===== config.mk =====
export PLATFORM = sky130hd
export DESIGN_NAME = chio_handler_io
export DESIGN_NICKNAME = d
export VERILOG_FILES = /design/src/hw/chio_pkg.sv /design/src/hw/chio_handler_io.sv
export SDC_FILE = /design/constraint.sdc
export NUM_CORES = 1
export LEC_CHECK = 0
export ABC_AREA = 1
export ABC_CLOCK_PERIOD_IN_PS = 2600
export BUFFER_PORTS_ARGS = -buffer_cell sky130_fd_sc_hd__buf_2
export CAP_MARGIN = 20
export CORE_MARGIN = 2
export CORE_UTILIZATION = 50
export CTS_CLUSTER_DIAMETER = 30
export DETAILED_ROUTE_END_ITERATION = 10
export PLACE_DENSITY = 0.85
export SLEW_MARGIN = 20
export SYNTH_ARGS = -nofsm -noshare
export SYNTH_HDL_FRONTEND = slang
export SYNTH_SLANG_ARGS = --single-unit

===== constraint.sdc =====
create_clock -name sys_clk_i -period 2.6 [get_ports sys_clk_i]
set_clock_uncertainty 0.05 [all_clocks]
set_input_delay 0.52 -clock sys_clk_i [delete_from_list [all_inputs] [get_ports sys_clk_i]]
set_output_delay 0.52 -clock sys_clk_i [all_outputs]
set_load 0.03 [all_outputs]

===== src/hw/chio_pkg.sv =====
package chio_pkg;
  // number of sort lines on the handler port
  localparam int unsigned NUM_SORT      = 14;
  // sequence test step count mapped to lines two..seven
  localparam int unsigned NUM_STEPS     = 6;
  // number of primary bins reported on lines one..ten
  localparam int unsigned NUM_PBINS     = 10;
  // sort line indices (zero based)
  localparam int unsigned SORT_SEC_LO   = 10;
  localparam int unsigned SORT_SEC_HI   = 11;
  localparam int unsigned SORT_PF_SP    = 12;
  localparam int unsigned SORT_PF_SF    = 13;
  localparam int unsigned SORT_STEP0    = 1;
  // released (inactive) level of all active-low outputs after reset
  localparam logic [13:0] SORT_RST_N    = 14'h3fff;
  localparam logic        LINE_RST_N    = 1'b1;
  // width of the primary bin number
  localparam int unsigned BIN_W         = 4;

  // secondary judgment
  typedef enum logic [1:0] {
    CHIO_SEC_PASS,
    CHIO_SEC_LOW,
    CHIO_SEC_HIGH,
    CHIO_SEC_NONE
  } chio_sec_t;

  // handler port sequencing
  typedef enum logic [1:0] {
    CHIO_IDLE,
    CHIO_MEAS,
    CHIO_DONE
  } chio_state_t;
endpackage


===== src/hw/chio_handler_io.sv =====
`timescale 1ns/1ps
// Notes on behaviour
// - busy low whole time measurement runs
// - handler outputs active low, released high otherwise; engine pulses and value strobe active high
// - start and stop inputs active low
// - start input begins selected test measurement
// - stop input aborts running measurement
// - line one: pass bin1, sec-only, sequence pass
// - lines two-seven bins or step fails
// - line eleven/twelve secondary low/high fail
// - line thirteen primary fail secondary pass
// - line fourteen both judgments fail
// - end-of-test low after measurement completes
// - low-accuracy no-readout withholds values
module chio_handler_io
  import chio_pkg::*;
(
  input  wire logic                         sys_clk_i,           // system clock, 10 MHz
  input  wire logic                         rst_i,               // synchronous reset, active high
  input  wire logic                         start_n_i,           // handler start, active low
  input  wire logic                         stop_n_i,            // handler stop, active low
  input  wire logic                         low_accuracy_no_readout_i, // no-display accuracy setting
  input  wire logic                         meas_done_i,         // measurement engine finished, pulse
  input  wire logic                         seq_test_i,          // selected test is a sequence test
  input  wire logic                         prim_pass_i,         // primary judgment passed
  input  wire logic [chio_pkg::BIN_W-1:0]   prim_bin_i,          // primary bin 1..10
  input  wire logic                         bin_enable_i,        // binning enabled
  input  wire logic                         prim_limits_off_i,   // all primary bin limits off
  input  wire chio_pkg::chio_sec_t          sec_judge_i,         // secondary judgment
  input  wire logic [chio_pkg::NUM_STEPS-1:0] step_fail_i,       // per-step fail of a sequence
  input  wire logic [31:0]                  meas_value_i,        // measured value from engine
  output logic                              meas_start_o,        // begin measurement, pulse
  output logic                              meas_abort_o,        // abort measurement, pulse
  output logic                              busy_n_o,            // measurement running, active low
  output logic                              test_done_strobe_n_o, // end of test, active low
  output logic [chio_pkg::NUM_SORT-1:0]     sort_n_o,            // sort lines, active low
  output logic                              value_valid_o,       // value released to command ports
  output logic [31:0]                       value_o              // value for command ports
);
  import chio_pkg::*;

  chio_state_t              state_q;      // port sequencing state
  logic                     start_q;      // previous start level
  logic                     stop_q;       // previous stop level
  logic                     start_evt;    // falling edge of start
  logic                     stop_evt;     // falling edge of stop
  logic [NUM_SORT-1:0]      sort_d;       // decoded active-high judgments

  // command edges: a held low level counts once
  assign start_evt = ~start_n_i & start_q;
  assign stop_evt  = ~stop_n_i & stop_q;

  // previous input levels, released means high
  always_ff @(posedge sys_clk_i) begin
    if (rst_i) begin
      start_q <= 1'b1;
      stop_q  <= 1'b1;
    end else begin
      start_q <= start_n_i;
      stop_q  <= stop_n_i;
    end
  end

  // decode judgments into sort lines
  always_comb begin
    sort_d = '0;
    if (seq_test_i) begin
      // sequence: line one all pass, two..seven step fails
      sort_d[0] = ~|step_fail_i;
      sort_d[SORT_STEP0 +: NUM_STEPS] = step_fail_i;
    end else begin
      if (prim_pass_i && prim_bin_i >= BIN_W'(1) && prim_bin_i <= BIN_W'(NUM_PBINS)) begin
        if (sec_judge_i == CHIO_SEC_PASS || sec_judge_i == CHIO_SEC_NONE) begin
          sort_d[prim_bin_i - BIN_W'(1)] = 1'b1;
        end
      end
      // secondary-only binning lands on line one
      if (bin_enable_i && prim_limits_off_i && sec_judge_i == CHIO_SEC_PASS) begin
        sort_d[0] = 1'b1;
      end
      if (prim_pass_i && sec_judge_i == CHIO_SEC_LOW) begin
        sort_d[SORT_SEC_LO] = 1'b1;
      end
      if (prim_pass_i && sec_judge_i == CHIO_SEC_HIGH) begin
        sort_d[SORT_SEC_HI] = 1'b1;
      end
      if (!prim_pass_i && sec_judge_i == CHIO_SEC_PASS) begin
        sort_d[SORT_PF_SP] = 1'b1;
      end
      if (!prim_pass_i && (sec_judge_i == CHIO_SEC_LOW || sec_judge_i == CHIO_SEC_HIGH)) begin
        sort_d[SORT_PF_SF] = 1'b1;
      end
    end
  end

  // port sequencing: stop wins over start in the same cycle
  always_ff @(posedge sys_clk_i) begin
    if (rst_i) begin
      state_q <= CHIO_IDLE;
    end else begin
      case (state_q)
        CHIO_IDLE, CHIO_DONE: begin
          if (start_evt && !stop_evt) begin
            state_q <= CHIO_MEAS;
          end
        end
        CHIO_MEAS: begin
          if (stop_evt) begin
            state_q <= CHIO_IDLE;
          end else if (meas_done_i) begin
            state_q <= CHIO_DONE;
          end
        end
        default: begin
          state_q <= CHIO_IDLE;
        end
      endcase
    end
  end

  // engine commands, one-cycle pulses
  always_ff @(posedge sys_clk_i) begin
    if (rst_i) begin
      meas_start_o <= 1'b0;
      meas_abort_o <= 1'b0;
    end else begin
      meas_start_o <= (state_q != CHIO_MEAS) && start_evt && !stop_evt;
      meas_abort_o <= (state_q == CHIO_MEAS) && stop_evt;
    end
  end

  // busy line, low while measuring
  always_ff @(posedge sys_clk_i) begin
    if (rst_i) begin
      busy_n_o <= LINE_RST_N;
    end else if (state_q != CHIO_MEAS && start_evt && !stop_evt) begin
      busy_n_o <= 1'b0;
    end else if (state_q == CHIO_MEAS && (stop_evt || meas_done_i)) begin
      busy_n_o <= 1'b1;
    end
  end

  // sort lines and done strobe: set together on completion, released on start
  always_ff @(posedge sys_clk_i) begin
    if (rst_i) begin
      sort_n_o             <= SORT_RST_N;
      test_done_strobe_n_o <= LINE_RST_N;
    end else if (state_q != CHIO_MEAS && start_evt && !stop_evt) begin
      sort_n_o             <= SORT_RST_N;
      test_done_strobe_n_o <= 1'b1;
    end else if (state_q == CHIO_MEAS && !stop_evt && meas_done_i) begin
      sort_n_o             <= ~sort_d;
      test_done_strobe_n_o <= 1'b0;
    end
  end

  // value to command ports, withheld in no-readout setting
  always_ff @(posedge sys_clk_i) begin
    if (rst_i) begin
      value_valid_o <= 1'b0;
      value_o       <= '0;
    end else if (state_q == CHIO_MEAS && !stop_evt && meas_done_i && !low_accuracy_no_readout_i) begin
      value_valid_o <= 1'b1;
      value_o       <= meas_value_i;
    end else begin
      value_valid_o <= 1'b0;
    end
  end
endmodule


### Word-level counts from Yosys, hierarchy flattened

Index checks and enable logic that the tools add are counted.

| storage, ports and cells | value |
|---|---|
| word-level logic and storage cells | 77 |
| flip-flop bits (word level) | 55 |
| output and inout bits | 51 |

| cells by class | value |
|---|---|
| order comparisons | 4 |
| multiplexer cells | 18 |
| equality and inequality tests | 8 |
| reduce and logical (&&, ||, !) cells | 31 |
| bitwise operators | 5 |
| $add $sub $neg | 1 |

Operators by type and width:

| operator | count |
|---|---|
| 14-bit two-way mux | 2 |
| 1-bit logical AND | 17 |
| 7-bit two-way mux | 2 |
| 14-bit inverter | 1 |
| 1-bit two-way mux | 9 |
| 4-bit by 1-bit greater-or-equal comparator with 1-bit output (second input constant) | 2 |
| 2-bit == test (second input constant) | 3 |
| 2-bit two-way mux | 3 |
| 6-bit OR reduction | 1 |
| 4-bit by 5-bit less-than comparator with 1-bit output (second input constant) | 1 |
| 1-bit demux with 4-bit select | 1 |
| 2-bit by 1-bit == test with 1-bit output (second input constant) | 2 |
| 4-bit <= comparator (second input constant) | 1 |
| 1-bit zero test | 4 |
| 2-bit zero test | 2 |
| 2-bit one-hot mux with 2 select lines | 1 |
| 2-bit OR reduction | 2 |
| 4-bit by 1-bit subtractor with 4-bit output (second input constant) | 1 |
| 1-bit logical OR | 3 |
| 3-bit != test (second input constant) | 1 |
| 1-bit AND | 2 |
| 2-bit by 1-bit != test with 1-bit output (second input constant) | 1 |
| 2-bit != test (second input constant) | 1 |
| 1-bit inverter | 2 |
| 2 further kinds | 2 |

### Depth between registers and ports, before layout

| logic depth | value |
|---|---|
| depth in word-level cells | 10 |
| gate-level depth with buffers | 9 |
| gate-level depth less buffers | 9 |

### Least setup slack after synthesis

OpenSTA, ideal clock, no wires.

| path | value |
|---|---|
| path type | input port to flip-flop |
| start | in sec_judge_i[0] |
| end | reg sort_n_o[5] (netlist bit) |
| buffers on the path | 0 |
| required time | 2.435 ns |
| setup time | 0.115 ns |
| arrival time | 1.359 ns |
| path slack | 1.076 ns |
| stages | 8 |
| cell sequence | inv_1 > ha_1 > nor2_1 > nand2_1 > nor2_1 > nand3_1 > nand2_1 > nand2_1 |

| on the way | value |
|---|---|
| cells in the longest elaborated chain, start to end | 6 |
| elaborated cells between the ends (all ways) | 7 |

Ends and longest elaborated chain:

| element | line | text |
|---|---|---|
| start, declared | chio_handler_io.sv:29 | `input wire chio_pkg::chio_sec_t sec_judge_i,` |
| 2-bit == test / 2-bit zero test (equally long branches) | chio_handler_io.sv:73 | `if (sec_judge_i == CHIO_SEC_PASS \|\| sec_judge_i == CHIO_SEC_NONE) begin` |
| 1-bit logical OR (*) | chio_handler_io.sv:73 |  |
| 14-bit two-way mux (*) | chio_handler_io.sv:73 |  |
| 14-bit two-way mux (*) | chio_handler_io.sv:72 | `if (prim_pass_i && prim_bin_i >= BIN_W'(1) && prim_bin_i <= BIN_W'(NUM_PBINS)) begin` |
| 7-bit two-way mux (*) | chio_handler_io.sv:67 | `if (seq_test_i) begin` |
| 14-bit inverter (*) | chio_handler_io.sv:152 | `sort_n_o <= ~sort_d;` |
| end signal, assigned | chio_handler_io.sv:152 |  |
| end, declared | chio_handler_io.sv:36 | `output logic [chio_pkg::NUM_SORT-1:0] sort_n_o,` |

Mark *: on every way between the ends. The rest lies on a longest branch, timed or not.
A chain may end at the register's enable or synchronous reset.

### Final worst setup path

| path | value |
|---|---|
| start | reg state_q[0] |
| end | reg value_o[0] |

| on the way | value |
|---|---|
| cells in the longest elaborated chain, start to end | 4 |

Ends and longest elaborated chain:

| element | line | text |
|---|---|---|
| start, declared | chio_handler_io.sv:42 | `chio_state_t state_q;` |
| start signal, assigned | chio_handler_io.sv:99 | `state_q <= CHIO_IDLE;` |
| start signal, assigned | chio_handler_io.sv:104 | `state_q <= CHIO_MEAS;` |
| start signal, assigned | chio_handler_io.sv:109 | `state_q <= CHIO_IDLE;` |
| 2-bit by 1-bit == test with 1-bit output | chio_handler_io.sv:162 | `end else if (state_q == CHIO_MEAS && !stop_evt && meas_done_i && !low_accuracy_no_readout_i) begin` |
| 1-bit logical AND (3 in a row) | chio_handler_io.sv:162 |  |
| end signal, assigned | chio_handler_io.sv:164 | `value_o <= meas_value_i;` |
| end, declared | chio_handler_io.sv:38 | `output logic [31:0] value_o` |

No other way between the ends.

==> flow_metrics.tcl <==
set metrics [dict create \
    wl_met3_um 387 \
    grt_pass1_vias 2343 \
    nets 466 \
    cp_num_buf_inv 1 \
    finalHoldViolations 0 \
    cts_tree "yes" \
    total_power_uw 1660 \
    dp_slack_ps 722 \
    die-height_um 71.5 \
    portBuffers 104 \
    initialDrtViolationCount 172 \
    grt_util_all_layers_pct 23.8 \
    ys_types 25 \
    timing.max_slew.rel_slack_pct 64.9 \
    post_drt_wl_per_cell_um 12.2 \
    layout_commonest_cell "buf_2" \
    utilization_pct 66.3 \
    holdWs_ps 342 \
    max_freq_mhz 614 \
    wl_um 5640 \
    cts_setup_buffers 0 \
    top_register "value_o" \
    diodes 0 \
    cts_buffers 5 \
    critPathMaxStageDelay_ps 370 \
    dieArea_um2 5110 \
    fill_cells 400 \
    wl_met2_um 2770 \
    grt_pass1_wl_um 9880 \
    end_kind "register" \
    clkTransAtPathRegs_ps 110 \
    cap_violations 0 \
    path_class "reg2reg" \
    grt_overflow 0 \
    slew_violations 0 \
    cp_slowest_cell "dfxtp_1" \
    gp_congestion 0.917 \
    synth.avg_cell_area_um2 7.37 \
    netlist_area_um2 2280 \
    grt_max_degree 34 \
    postSynthCellCount 309 \
    synth_nets 366 \
    crit_arrival_ps 1830 \
    hpwlAfterDp_um 4100 \
    yosysSeqAreaShare_pct 48.4 \
    largest_register_ffs 32 \
    powerDensity_nw_per_um2 571 \
    clockBufferDepth 2 \
    drive_gt1_share_pct 29.8 \
    reg.largest.list "value_o (32), sort_n_o (14), state_q (2)" \
    first_pass_iters 4 \
    core_um2 4380 \
    cts_resized 0 \
    cp.required_ps 2800 \
    worstMarginPinSlew_ps 526 \
    start_util_pct 51.9 \
    yosys_warnings 0 \
    period_share_pct 62.7 \
    cp_top_family "simple AND/OR/NAND/NOR gates" \
    rsz0062_at_grt "no" \
    fin_crit_ps 1630 \
    ant_nets 0 \
    topRoutingLayerUsed "met4" \
    cp-start-kind "register" \
    setup_ws_ps 970 \
    setup_tns_ps 0 \
    finalSetupViolations 0 \
    ir_worst_vdd_uv 260 \
    cts_hold_buf 0 \
    cts_sinks 55 \
    outcome "completed" \
    htree_levels 2 \
    drcViolationCount 0 \
    insertion_delay_ps 310 \
    antenna_found_initial 0 \
    syn_to_final_growth_pct 27.7 \
    die_x_um 71.5 \
    leakage_uw 0.00150 \
    crit_chain "nand2_2 -> nor2_4 -> nand2_4 -> nor2_8 -> buf_4 -> o21ai_0 -> nor2_1" \
    final_cell_mix "104 x buf_2, 83 x nor2_1, 55 x dfxtp_1" \
    ys_seq_elements 55 \
    io_pins 105 \
    critPathMaxFanout 32 \
    rows 24 \
    vias 2297 \
    hold_class "in2reg" \
    routedLengthMet1_um 2450 \
    vias_per_cell 4.97 \
    root_buffer "clkbuf_8" \
]
cell type report:
class | instances | area [um2] | share of cell area, %
clock inverter | 3 | 55.1 | 1.89
sequential | 55 | 1100 | 37.9
clock buffer | 5 | 68.8 | 2.37
tap | 52 | 65.1 | 2.24
multi-input combinational | 224 | 1020 | 35.0
timing repair buffer | 106 | 536 | 18.4
inverter | 17 | 63.8 | 2.19
per-stage QoR:
| step | cells | instance area (um2) |
|---|---|---|
| global route | 462 | 2910 |
| global placement | 454 | 2780 |
| CTS | 462 | 2910 |
| detailed placement | 454 | 2780 |
| finish | 462 | 2910 |
| floorplan | 309 | 2280 |
worst register-to-register path: stages (launching register included):
cell,delay [ps]
dfxtp_1,370
nand2_2,110
nor2_4,150
nand2_4,180
nor2_8,140
buf_4,310
o21ai_0,130
nor2_1,120
power by group:
part	total (uW)	internal (uW)	switching, uW
logic	196	69.5	126
registers	872	862	10.2
clock network	591	297	294
cells in the mapped netlist (all sizes together):
library cell  number  area (um2)
a21oi             22         110
and2               1        6.26
buf               10        82.6
clkbuf             3        11.3
dfxtp             55        1100
ha                 3        37.5
inv               17        63.8
nand2             56         220
nand3             13        65.1
nand3b             1        7.51
nand4              1        6.26
nor2              86         354
nor3               2        10.0
nor3b              2        15.0
o21ai             36         180
or2                1        6.26
cells by family (layout without fill, tap and decap cells):
family / count (synthesis) / after routing / synth area share [%]
AND/OR/NAND/NOR: 163 / 163 / 30.3
AO/OA/AOI/OAI: 58 / 58 / 12.7
flip-flops: 55 / 55 / 48.4
buffers and inverters: 30 / 131 / 6.92
adder cells (fa/ha/maj): 3 / 3 / 1.65
final timing paths:
| path | slack (ps) | cells past startpoint | startpoint | endpoint |
|---|---|---|---|---|
| max | 970 | 7 | state_q[0] | value_o[0] |
| min | 340 | 3 | start_n_i | start_q |
| max reg2reg | 970 | 7 | state_q[0] | value_o[0] |
| min reg2reg | 430 | 2 | sort_n_o[2] | sort_n_o[2] |
metal layers:
metal | up-vias | track usage (%)
met5 | - | 0
met3 | 4 | 5.63
met1 | 1024 | 28.1
met2 | 85 | 42.2
li1 | 1184 | -
met4 | 0 | 8.39
Power figures use the tool's default switching activity.
